## src/inc/ifl_pkg.sv

```systemverilog
// ifl_pkg: constants and types of the ignition fault and status LED block
// assumes one 100 MHz clock; all long timers run off a 1 ms tick
package ifl_pkg;

  // ****************************************************************
  // clock and timebase
  // ****************************************************************
  localparam int CLK_HZ = 100_000_000;
  localparam int MS_PER_S = 1000;
  localparam int S_PER_MIN = 60;
  localparam int S_PER_H = 3600;
  localparam int TICK_CYC = CLK_HZ / MS_PER_S; // clock cycles per 1 ms tick
  localparam int PW = 17; // prescaler width, holds TICK_CYC
  localparam int TW = 22; // ms timer width, holds one hour

  // ****************************************************************
  // sequence times in their own units
  // ****************************************************************
  localparam int OOS_S = 10;
  localparam int DAMP_S = 60;
  localparam int RETRY_MIN = 5;
  localparam int HOLD_H = 1;
  localparam int TRIAL_S = 30; // ignition trial length
  localparam int SELF_S = 2; // power-up self check length
  localparam int CODE_HZ = 2;
  localparam int CODE_GAP_S = 2;
  localparam int HEART_MS = 500;
  localparam int CUR_LEAD_S = 4;
  localparam int CUR_FLASH_S = 1;
  localparam int FAST_MS = 100;
  localparam int OFFP_MS = 500; // repetition length of the dark pattern

  // tick counts, minus one, for the sequence timer
  localparam logic [TW-1:0] OOS_T = TW'(OOS_S * MS_PER_S - 1);
  localparam logic [TW-1:0] DAMP_T = TW'(DAMP_S * MS_PER_S - 1);
  localparam logic [TW-1:0] RETRY_T = TW'(RETRY_MIN * S_PER_MIN * MS_PER_S - 1);
  localparam logic [TW-1:0] HOLD_T = TW'(HOLD_H * S_PER_H * MS_PER_S - 1);
  localparam logic [TW-1:0] TRIAL_T = TW'(TRIAL_S * MS_PER_S - 1);
  localparam logic [TW-1:0] SELF_T = TW'(SELF_S * MS_PER_S - 1);

  // tick counts, minus one, for the led phases
  localparam int LW = 12;
  localparam logic [LW-1:0] FAST_L = LW'(FAST_MS - 1);
  localparam logic [LW-1:0] HEART_L = LW'(HEART_MS - 1);
  localparam logic [LW-1:0] CODE_L = LW'(MS_PER_S / (2 * CODE_HZ) - 1);
  localparam logic [LW-1:0] GAP_L = LW'(CODE_GAP_S * MS_PER_S - 1);
  localparam logic [LW-1:0] LEAD_L = LW'(CUR_LEAD_S * MS_PER_S - 1);
  localparam logic [LW-1:0] CFL_L = LW'(CUR_FLASH_S * MS_PER_S / 2 - 1);
  localparam logic [LW-1:0] OFFP_L = LW'(OFFP_MS - 1);

  // ****************************************************************
  // flash codes and flame current scaling
  // ****************************************************************
  localparam logic [7:0] CODE_NOFLAME = 8'h02;
  localparam logic [7:0] CODE_RECYCLE = 8'h03;
  localparam logic [7:0] CODE_OOS = 8'h04;
  localparam logic [7:0] CODE_DAMP = 8'h05;
  localparam logic [7:0] CODE_INTERNAL = 8'h06;
  localparam logic [7:0] CODE_ROD = 8'h07;
  localparam logic [7:0] CODE_LOWV = 8'h08;
  localparam int CUR_FRAC = 2; // flame current input in quarter microamps
  localparam logic [8:0] CUR_HALF = 9'h002; // half a microamp, for rounding

  // ****************************************************************
  // types
  // ****************************************************************
  typedef enum logic [10:0] {
    ST_SELF = 11'h001, ST_IDLE = 11'h002, ST_DOPEN = 11'h004, ST_TRIAL = 11'h008,
    ST_RUN = 11'h010, ST_RETRY = 11'h020, ST_OOS = 11'h040, ST_HOLD = 11'h080,
    ST_DERR = 11'h100, ST_DCLOSE = 11'h200, ST_WAIT = 11'h400
  } ifl_st_e;
  typedef enum logic [4:0] {
    LM_OFF = 5'h01, LM_FAST = 5'h02, LM_HEART = 5'h04, LM_CODE = 5'h08, LM_CUR = 5'h10
  } ifl_lm_e;
  typedef enum logic [3:0] {PH_LEAD = 4'h1, PH_ON = 4'h2, PH_OFF = 4'h4, PH_GAP = 4'h8} ifl_ph_e;
  typedef enum logic [1:0] {LV_OFF = 2'h0, LV_DIM = 2'h1, LV_ON = 2'h2} ifl_lv_e;

  typedef struct packed {
    ifl_lm_e mode;
    logic [7:0] n;
  } ifl_req_s;
  typedef struct packed {
    logic heat;
    logic flame;
    logic damp_req;
    logic damp_present;
    logic damp_open;
    logic int_err;
    logic rod_short;
    logic low_volt;
  } ifl_pins_s;
  typedef struct packed {
    logic pilot;
    logic spark;
    logic main;
    logic damp;
  } ifl_act_s;
  typedef struct packed {
    ifl_req_s req;
    ifl_ph_e ph;
    logic [7:0] cnt;
    logic [LW-1:0] tmr;
    ifl_lv_e lvl;
    logic done;
  } ifl_led_s;
  typedef struct packed {
    ifl_st_e st;
    logic [TW-1:0] tmr;
    logic [PW-1:0] pre;
    logic tick;
    logic rec;
    logic long_oos;
    ifl_act_s act;
    ifl_pins_s sync1;
    ifl_pins_s sync2;
    ifl_req_s req;
  } ifl_top_s;

  // reset values
  localparam ifl_req_s REQ_RST = '{mode: LM_OFF, n: 8'h00};
  localparam ifl_led_s LED_RST = '{req: REQ_RST, ph: PH_GAP, cnt: 8'h00, tmr: '0,
                                   lvl: LV_OFF, done: 1'b0};
  localparam ifl_top_s TOP_RST = '{st: ST_SELF, tmr: '0, pre: '0, tick: 1'b0, rec: 1'b0,
                                   long_oos: 1'b0, act: '0, sync1: '0, sync2: '0,
                                   req: '{mode: LM_FAST, n: 8'h00}};

endpackage : ifl_pkg

```

## src/core/ifl_ctrl.sv

```systemverilog
// ifl_ctrl: ignition sequence supervisor with fault handling and led codes
// assumes raw pins on i_pins (synchronised here) and flame current from
// an on-chip converter on the same clock, in quarter microamps
`timescale 1ns/10ps
module ifl_ctrl
  import ifl_pkg::*;
#(
  parameter int TICK_CYC_P = TICK_CYC
)
(
  input wire logic i_clk,
  input wire logic i_rstn,
  input wire ifl_pins_s i_pins,
  input wire logic [7:0] i_flame_cur,
  output logic o_pilot,
  output logic o_spark,
  output logic o_main,
  output logic o_damp,
  output ifl_st_e o_state,
  output ifl_req_s o_shown,
  output ifl_lv_e o_led_lvl
);

  ifl_top_s s;
  ifl_top_s next;
  logic led_done;

  // ****************************************************************
  // helpers
  // ****************************************************************
  // wait-state code by fixed priority; only one is ever on the led
  function automatic logic [7:0] fault_code(input ifl_pins_s p);
    if (p.int_err)
      return CODE_INTERNAL;
    else if (p.rod_short)
      return CODE_ROD;
    else
      return CODE_LOWV;
  endfunction : fault_code

  // heat call ended: close a fitted damper first, else straight to idle
  function automatic ifl_st_e leave_st(input ifl_pins_s p);
    return p.damp_req ? ST_DCLOSE : ST_IDLE;
  endfunction : leave_st

  // ****************************************************************
  // sequence state machine
  // ****************************************************************
  always_comb
  begin
    ifl_pins_s p;
    logic fault;
    logic [8:0] cur_sum;
    p = s.sync2;
    fault = p.int_err | p.rod_short | p.low_volt;
    cur_sum = {1'b0, i_flame_cur} + CUR_HALF;
    next = s;
    // two-flop synchroniser for every pin
    next.sync1 = i_pins;
    next.sync2 = s.sync1;
    // 1 ms tick; long timers count ticks so a fast tick shortens all of them
    next.tick = (s.pre == PW'(TICK_CYC_P - 1));
    next.pre = next.tick ? '0 : s.pre + 1'b1;
    if (s.tick && s.tmr != '1)
      next.tmr = s.tmr + 1'b1;
    // faults win over any sequence step once self check is done
    if (s.st != ST_SELF && fault)
    begin
      if (s.st != ST_WAIT)
      begin
        next.st = ST_WAIT;
        next.tmr = '0;
      end
    end
    else
    begin
      case (s.st)
        ST_SELF:
          if (s.tick && s.tmr == SELF_T)
          begin
            next.st = ST_IDLE;
            next.tmr = '0;
          end
        ST_WAIT:
        begin
          next.st = ST_IDLE;
          next.tmr = '0;
        end
        ST_IDLE:
        begin
          next.tmr = '0;
          next.rec = 1'b0;
          if (p.flame)
          begin
            next.st = ST_OOS;
            next.long_oos = 1'b0;
          end
          else if (p.heat && p.damp_req && !p.damp_present)
            next.st = ST_DERR;
          else if (p.heat && p.damp_req)
            next.st = ST_DOPEN;
          else if (p.heat)
            next.st = ST_TRIAL;
        end
        ST_DOPEN:
        begin
          if (!p.heat)
            next.st = ST_DCLOSE;
          else if (p.flame)
          begin
            next.st = ST_OOS;
            next.long_oos = 1'b0;
          end
          else if (p.damp_open)
            next.st = ST_TRIAL;
          else if (s.tick && s.tmr == DAMP_T)
            next.st = ST_DERR;
          if (next.st != s.st)
            next.tmr = '0;
        end
        ST_TRIAL:
        begin
          if (!p.heat)
            next.st = leave_st(p);
          else if (p.flame)
          begin
            next.st = ST_RUN;
            next.rec = 1'b0;
          end
          else if (s.tick && s.tmr == TRIAL_T)
            next.st = ST_RETRY;
          if (next.st != s.st)
            next.tmr = '0;
        end
        ST_RUN:
        begin
          if (!p.heat)
            next.st = leave_st(p);
          else if (!p.flame)
          begin
            next.st = ST_TRIAL;
            next.rec = 1'b1;
          end
          if (next.st != s.st)
            next.tmr = '0;
        end
        ST_RETRY:
        begin
          if (!p.heat)
            next.st = leave_st(p);
          else if (p.flame)
          begin
            next.st = ST_OOS;
            next.long_oos = 1'b0;
          end
          else if (s.tick && s.tmr == RETRY_T)
            next.st = ST_TRIAL;
          if (next.st != s.st)
            next.tmr = '0;
        end
        ST_OOS:
        begin
          if (!p.flame)
          begin
            next.st = s.long_oos ? ST_HOLD : ST_IDLE;
            next.tmr = '0;
          end
          else if (s.tick && s.tmr == OOS_T)
            next.long_oos = 1'b1;
        end
        ST_HOLD:
        begin
          // a flame returning during the hold restarts the whole check
          if (p.flame)
          begin
            next.st = ST_OOS;
            next.long_oos = 1'b0;
            next.tmr = '0;
          end
          else if (s.tick && s.tmr == HOLD_T)
          begin
            next.st = ST_IDLE;
            next.tmr = '0;
          end
        end
        ST_DERR:
          if ((!p.damp_req || p.damp_present) && (p.damp_open == s.act.damp))
          begin
            next.st = ST_IDLE;
            next.tmr = '0;
          end
        ST_DCLOSE:
          if (!p.damp_open)
          begin
            next.st = ST_IDLE;
            next.tmr = '0;
          end
          else if (s.tick && s.tmr == DAMP_T)
          begin
            next.st = ST_DERR;
            next.tmr = '0;
          end
        default:
        begin
          next.st = ST_IDLE;
          next.tmr = '0;
        end
      endcase
    end
    // actuators follow the next state so every output is a flop
    next.act.spark = (next.st == ST_TRIAL);
    next.act.pilot = (next.st == ST_TRIAL) || (next.st == ST_RUN);
    next.act.main = (next.st == ST_RUN);
    next.act.damp = p.heat && p.damp_req &&
                    ((next.st == ST_DOPEN) || (next.st == ST_TRIAL) ||
                     (next.st == ST_RUN) || (next.st == ST_RETRY) || (next.st == ST_DERR));
    // led request for the next state
    next.req.n = 8'h00;
    case (next.st)
      ST_SELF: next.req.mode = LM_FAST;
      ST_IDLE, ST_DCLOSE: next.req.mode = LM_OFF;
      ST_DOPEN: next.req.mode = LM_HEART;
      ST_TRIAL:
        if (next.rec)
        begin
          next.req.mode = LM_CODE;
          next.req.n = CODE_RECYCLE;
        end
        else
          next.req.mode = LM_HEART;
      ST_RUN:
      begin
        next.req.mode = LM_CUR;
        next.req.n = {1'b0, cur_sum[CUR_FRAC +: 7]} & 8'h3f;
      end
      ST_RETRY:
      begin
        next.req.mode = LM_CODE;
        next.req.n = CODE_NOFLAME;
      end
      ST_OOS, ST_HOLD:
      begin
        next.req.mode = LM_CODE;
        next.req.n = CODE_OOS;
      end
      ST_DERR:
      begin
        next.req.mode = LM_CODE;
        next.req.n = CODE_DAMP;
      end
      default:
      begin
        next.req.mode = LM_CODE;
        next.req.n = fault_code(p);
      end
    endcase
  end

  // state register
  always_ff @(posedge i_clk or negedge i_rstn)
  begin
    if (!i_rstn)
      s <= TOP_RST;
    else
      s <= next;
  end

  // ****************************************************************
  // led player and outputs
  // ****************************************************************
  ifl_led u_led (
    .i_clk(i_clk),
    .i_rstn(i_rstn),
    .i_tick(s.tick),
    .i_req(s.req),
    .o_lvl(o_led_lvl),
    .o_done(led_done)
  );

  assign o_pilot = s.act.pilot;
  assign o_spark = s.act.spark;
  assign o_main = s.act.main;
  assign o_damp = s.act.damp;
  assign o_state = s.st;
  assign o_shown = s.req;

  logic flt;
  assign flt = s.sync2.int_err | s.sync2.rod_short | s.sync2.low_volt;
endmodule : ifl_ctrl

```

## src/core/ifl_led.sv

```systemverilog
// ifl_led: status led pattern player (off, fast, heartbeat, code, current)
// assumes a 1 ms tick pulse from the same clock; request may change any time
`timescale 1ns/10ps
module ifl_led
  import ifl_pkg::*;
(
  input wire logic i_clk,
  input wire logic i_rstn,
  input wire logic i_tick,
  input wire ifl_req_s i_req,
  output ifl_lv_e o_lvl,
  output logic o_done
);

  ifl_led_s s;
  ifl_led_s next;

  // ****************************************************************
  // pattern sequencer
  // ****************************************************************
  always_comb
  begin
    logic [LW-1:0] len;
    logic last;
    len = GAP_L;
    last = 1'b0;
    next = s;
    next.done = 1'b0;
    // phase length for the pattern being played
    case (s.ph)
      PH_LEAD: len = LEAD_L;
      PH_ON, PH_OFF:
        if (s.req.mode == LM_FAST)
          len = FAST_L;
        else if (s.req.mode == LM_HEART)
          len = HEART_L;
        else if (s.req.mode == LM_CUR)
          len = CFL_L;
        else
          len = CODE_L;
      default: len = (s.req.mode == LM_OFF) ? OFFP_L : GAP_L;
    endcase
    if (i_tick)
    begin
      if (s.tmr != len)
        next.tmr = s.tmr + 1'b1;
      else
      begin
        next.tmr = '0;
        case (s.ph)
          PH_LEAD: next.ph = (s.req.n == 8'h00) ? PH_GAP : PH_ON;
          PH_ON: next.ph = PH_OFF;
          PH_OFF:
          begin
            next.cnt = s.cnt + 1'b1;
            if (s.req.mode == LM_FAST || s.req.mode == LM_HEART)
              last = 1'b1;
            else if (next.cnt == s.req.n)
              next.ph = PH_GAP;
            else
              next.ph = PH_ON;
          end
          default: last = 1'b1;
        endcase
      end
    end
    // a new pattern is taken only where a repetition ends, never mid-code
    if (last)
    begin
      next.done = 1'b1;
      next.req = i_req;
      next.cnt = '0;
      if (i_req.mode == LM_CUR)
        next.ph = PH_LEAD;
      else if (i_req.mode == LM_OFF || (i_req.mode == LM_CODE && i_req.n == 8'h00))
        next.ph = PH_GAP;
      else
        next.ph = PH_ON;
    end
    // led level, registered so the pin is glitch free
    case (next.ph)
      PH_LEAD, PH_ON: next.lvl = LV_ON;
      PH_OFF: next.lvl = (next.req.mode == LM_HEART) ? LV_DIM : LV_OFF;
      default: next.lvl = LV_OFF;
    endcase
  end

  // state register
  always_ff @(posedge i_clk or negedge i_rstn)
  begin
    if (!i_rstn)
      s <= LED_RST;
    else
      s <= next;
  end

  assign o_lvl = s.lvl;
  assign o_done = s.done;
endmodule : ifl_led

```

## config.mk

```make
export PLATFORM = sky130hd
export DESIGN_NAME = ifl_ctrl
export DESIGN_NICKNAME = d
export VERILOG_FILES = /design/src/inc/ifl_pkg.sv /design/src/core/ifl_ctrl.sv /design/src/core/ifl_led.sv
export SDC_FILE = /design/constraint.sdc
export NUM_CORES = 1
export LEC_CHECK = 0
export BUFFER_PORTS_ARGS = -buffer_cell sky130_fd_sc_hd__buf_2
export CAP_MARGIN = 20
export CORE_AREA = 2 2 138 140
export DETAILED_ROUTE_END_ITERATION = 12
export DIE_AREA = 0 0 140 142
export GPL_TIMING_DRIVEN = 0
export PLACE_DENSITY = 0.69
export SLEW_MARGIN = 20
export SYNTH_ARGS = -nofsm -noshare
export SYNTH_HDL_FRONTEND = slang
export SYNTH_HIERARCHICAL = 1
export SYNTH_SLANG_ARGS = --single-unit
```

## constraint.sdc

```tcl
create_clock -name i_clk -period 2.7 [get_ports i_clk]
set_input_delay 0.27 -clock i_clk [delete_from_list [all_inputs] [get_ports i_clk]]
set_output_delay 0.27 -clock i_clk [all_outputs]
set_load 0.01 [all_outputs]
```

* Word-level counts from Yosys, hierarchy flattened
Index checks and enable logic that the tools add are counted.
Cells by class: bitwise operators 3, eq/ne operators 55, reduce and logical (&&, ||, !) cells 38, mux-type cells 81, add/sub/neg operators 5
Operators by type and width (count):
- $pmux W33 S10 | 1
- $mux W33 | 9
- $mux W11 | 25
- $mux W22 | 5
- $mux W12 | 4
- $pmux W8 S6 | 1
- $ne A11 B11 Y1 | 4
- $mux W4 | 8
- $mux W25 | 1
- $pmux W5 S5 | 1
- $mux W24 | 1
- $pmux W12 S2 | 1
- $add A22 B1 Y22 const B | 1
- $eq A11 B1 Y1 const B | 2
- $eq A11 B10 Y1 const B | 2
- $eq A11 B2 Y1 const B | 2
- $eq A11 B3 Y1 const B | 2
- $eq A11 B4 Y1 const B | 2
- $eq A11 B5 Y1 const B | 2
- $eq A11 B6 Y1 const B | 2
- $eq A11 B7 Y1 const B | 2
- $eq A11 B8 Y1 const B | 2
- $eq A11 B9 Y1 const B | 2
- $eq A22 B11 Y1 const B | 1
- 48 further kinds | 99
Storage, ports and cells: word-level logic and storage cells 216, input port bits 18, flip-flop bits (word level) 125

* Longest topological paths before layout
depth after elaboration 18, depth in mapped cells 10, gate-level depth less buffers 9

* Cells and area by module
Netlist, hierarchy kept.
By module, submodules not included:
- ifl_ctrl | times used 1, cells an instance 479, area an instance 4636.9 um^2, sequential area each 2079.5 um^2
- ifl_led | times used 1, cells an instance 268, area an instance 2625.0 um^2, sequential area each 1003.5 um^2

* Worst setup path before layout
Ideal clock, no wire load.
path kind register to register, from reg, netlist name s[70], to reg, netlist name s[58], clock period less this slack 2.956 ns, cell stages (with the launch flop) 10, path slack -0.256 ns, data required time 2.581 ns, buffers on the path 2, data arrival time 2.837 ns, cells stage by stage dfrtp_1 > buf_6 > or3_4 > or4_4 > or4_4 > a2111oi_4 > o211ai_1 > a21oi_2 > buf_6 > nor2_1

==> metrics.md <==
| Metric | Value |
|---|---|
| Max IR drop VDD | `between 0.4 and 0.5 mV` |
| Seq pwr share | `0.427` |
| Gr usage total | `0.1897` |
| Fin crit share | `1.069` |
| FP Rows | `50` |
| Drt total wl | `18480 microns` |
| IO Port Bufs | `44` |
| Clock sinks | `~120` |
| Worst EP required | `a little over 3 ns` |
| WL/cell | `between 15 and 20 microns` |
| RSZ-0062 raised after global routing | `yes` |
| Slowest CP cell | `or4b_2` |
| Cells along the critical path | `clkbuf_2 > or4b_2 > o41ai_1 > a21oi_1 > o211ai_1 > a21oi_2 > buf_6 > buf_6 > nor2_2` |
| CP startpoint kind | `flop` |
| Width of the die | `between 100 and 150 microns` |
| CTS Buf Count | `17` |
| Switch Pwr | `949.8 uW` |
| Worst Setup Slack, final | `-0.1860 ns` |
| Internal Power | `between 3 and 4 mW` |
| Synth Instances | `~750` |
| Critical path's most frequent cell | `buf_6` |
| GPL Wtd Cong | `about 0.94` |
| H-tree Lvls | `4` |
| Comb power frac | `0.057` |
| CTS tree | `done` |
| PD cells | `~480 nW/um^2` |
| FF-to-FF Start | `o_state[7]$_DFF_PN0_` |
| CTS Buffer Depth | `2` |
| Setup violations, final | `26` |
| DR DRC count | `4` |
| Hold/Removal Path Class | `primary input to flop` |
| Grt ovf | `0` |
| FF-to-FF setup slack | `-0.19 ns` |
| Layout cells sized above 1 | `0.3236` |
| Max-cap violation count | `0` |
| Worst hold slack | `0.1317 ns` |
| Leak Pwr | `between 3 and 4 nW` |
| # fillers | `around 1.6k` |
| Final core occ | `0.4980` |
| Total number of vias | `6169` |
| Antenna violations before repair | `0` |
| Vias/cell | `between 5 and 6` |
| Hold Path Origin | `i_flame_cur[6]` |
| Worst Path Arrival | `around 3.2 ns` |
| First DRT Iteration DRCs | `approximately 540` |
| Reg2Reg Depth | `9` |
| Period minus WS final | `just under 3 ns` |
| Ports | `48` |
| Reg clk slew, reported paths | `about 0.050 ns` |
| Total iterations of the first detailed-routing run | `9` |
| Slew margin rel. | `0.3590` |
| Worst Hold End | `o_shown[4]$_DFF_PN0_` |
| Synth warn | `6` |
| Sw Share | `0.2151` |
| Worst-Skew Late Latency | `0.41 ns` |
| Final hold violation count | `0` |
| Std-Cell Core Area | `around 18000 sq um` |
| Hold Path Cell Cnt | `3` |
| Finished Cell Area | `between 9000 and 10000 sq um` |
| Clk_skew | `around 0.0076 ns` |
| DP Wirelength | `approximately 13000 microns` |
| Critical Path Max Stage Delay | `~0.75 ns` |
| Slew Viols, Final | `0` |
| Critical path class | `flop to flop` |
| Area added between synthesis and finish | `27.07%` |
| Storage cell area | `about 3100 sq um` |
| Initial Util | `0.3919` |
| Clock root buffer | `clkbuf_16` |
| Max Fclk | `approximately 350 MHz` |
| R2R Path End | `s[58]$_DFF_PN0_` |
| Crit-path max FO | `10` |
| Multi-input combinational cell area | `roughly 4200 sq um` |
| Syn_area_per_cell | `approximately 9.7 sq um` |
| Failing checks | `DRC, setup timing` |
| Post-DP Area | `slightly below 8000 sq um` |
| Die area | `~20000 sq um` |
| Critical Path Sink Type | `flop` |
| Nets | `866` |
| Clock share of power | `0.516` |
| Detail Route Antenna Nets | `0` |
| Largest net degree at the start of global routing | `65` |
| Vias in the first global route | `slightly below 6k` |
| Synthesized cell area | `roughly 7200 sq um` |
| Worst Tran Pin Value | `about 0.95 ns` |
| Die height | `around 140 microns` |
| First-pass GRT wire length | `29960 microns` |
| Diode count | `0` |
| Outcome | `finished with violations` |
[critical path: cells and delay by family (launching register included)]
kind	cells	cell delay, ns
and+or+nand+nor	2	0.86
buffers and inverters	3	0.51
AOI/OAI and AO/OA	4	1.06
DFF	1	0.39
[power by group through the flow]
stage               registers, mW  logic [mW]  clock network (mW)
global placement             1.91       0.199                   0
CTS                          1.88       0.245                2.33
detailed placement           1.91       0.207                   0
floorplan                    1.90       0.112                   0
finish                       1.88       0.251                2.28
global route                 1.89       0.278                2.41
[layer usage]
layer,track usage,wire [microns],part of all wire
met1,0.2457,7914,0.43
met2,0.3137,9009,0.49
met3,0.04206,1117,0.060
met4,0.07071,434,0.023
met5,0,0,0
[worst max path at each step]
stage	startpoint	endpoint	slack (ns)	depth (start not counted)
after floorplan	s[70]$_DFF_PN0_	s[58]$_DFF_PN0_	-0.07	9
after global placement	o_state[8]$_DFF_PN0_	o_damp$_DFF_PN0_	-1.19	8
after detailed placement	o_state[8]$_DFF_PN0_	o_damp$_DFF_PN0_	-1.03	8
after CTS	s[70]$_DFF_PN0_	s[73]$_DFF_PN0_	-0.15	9
after global routing	s[70]$_DFF_PN0_	s[55]$_DFF_PN0_	-0.24	9
final	o_state[7]$_DFF_PN0_	s[58]$_DFF_PN0_	-0.19	9
[layout by cell type (no fill, tap or decap), types with 7 or more instances in the layout]
cell             n
a21oi_1         16
and2_1           9
and3_1          12
buf_2           47
buf_4           48
buf_6           14
clkbuf_1         7
clkbuf_16       17
dfrtp_1        112
dlygate4sd3_1    9
inv_1           17
mux2_2          13
nand2_1         42
nand3_1         41
nand4_1         22
nor2_1          67
nor2_2          18
nor2b_1          8
nor3_1          17
nor4_1           9
o21ai_0         18
or3_1            7
xnor2_1         27
xor2_1          38
[registers in the layout (all words and copies together) (netlist names)]
| name | cells |
|---|---|
| o_state | 11 |
| o_damp | 1 |
| next | 8 |
| u_led/o_lvl | 2 |
| u_led/s | 37 |
| o_spark | 1 |
| o_shown | 10 |
| s | 50 |
| o_pilot | 1 |
| o_main | 1 |
[stage by stage]
| stage | cells | TNS [ns] | setup slack, ns | power, mW |
|---|---|---|---|---|
| after floorplan | 750 | -1.295 | -0.06939 | 2.011 |
| final | 1087 | -3.520 | -0.1860 | 4.416 |
| after CTS | 1075 | -2.781 | -0.1467 | 4.461 |
| after global placement | 1028 | -66.55 | -1.187 | 2.107 |
| after global routing | 1087 | -5.814 | -0.2356 | 4.572 |
| after detailed placement | 1030 | -39.72 | -1.030 | 2.114 |
[final cells by class]
cell class | instances | share of cell area
Buffer | 49 | 0.04506
Inverter | 17 | 0.006943
Sequential cell | 122 | 0.3335
Timing Repair Buffer | 84 | 0.06480
Tap cell | 234 | 0.03185
Clock buffer | 21 | 0.05118
Clock inverter | 8 | 0.01307
Multi-Input combinational cell | 552 | 0.4536
[repair_timing]
action	in CTS	in global routing
buffers inserted	14	13
cloned	2	1
gates resized for setup	74	38
hold buffers	9	0
pin swaps	22	9
endpoints found under the setup margin	68	47
hold endpoints to repair	62	0
No activity file was read; power rests on OpenSTA's default activity.
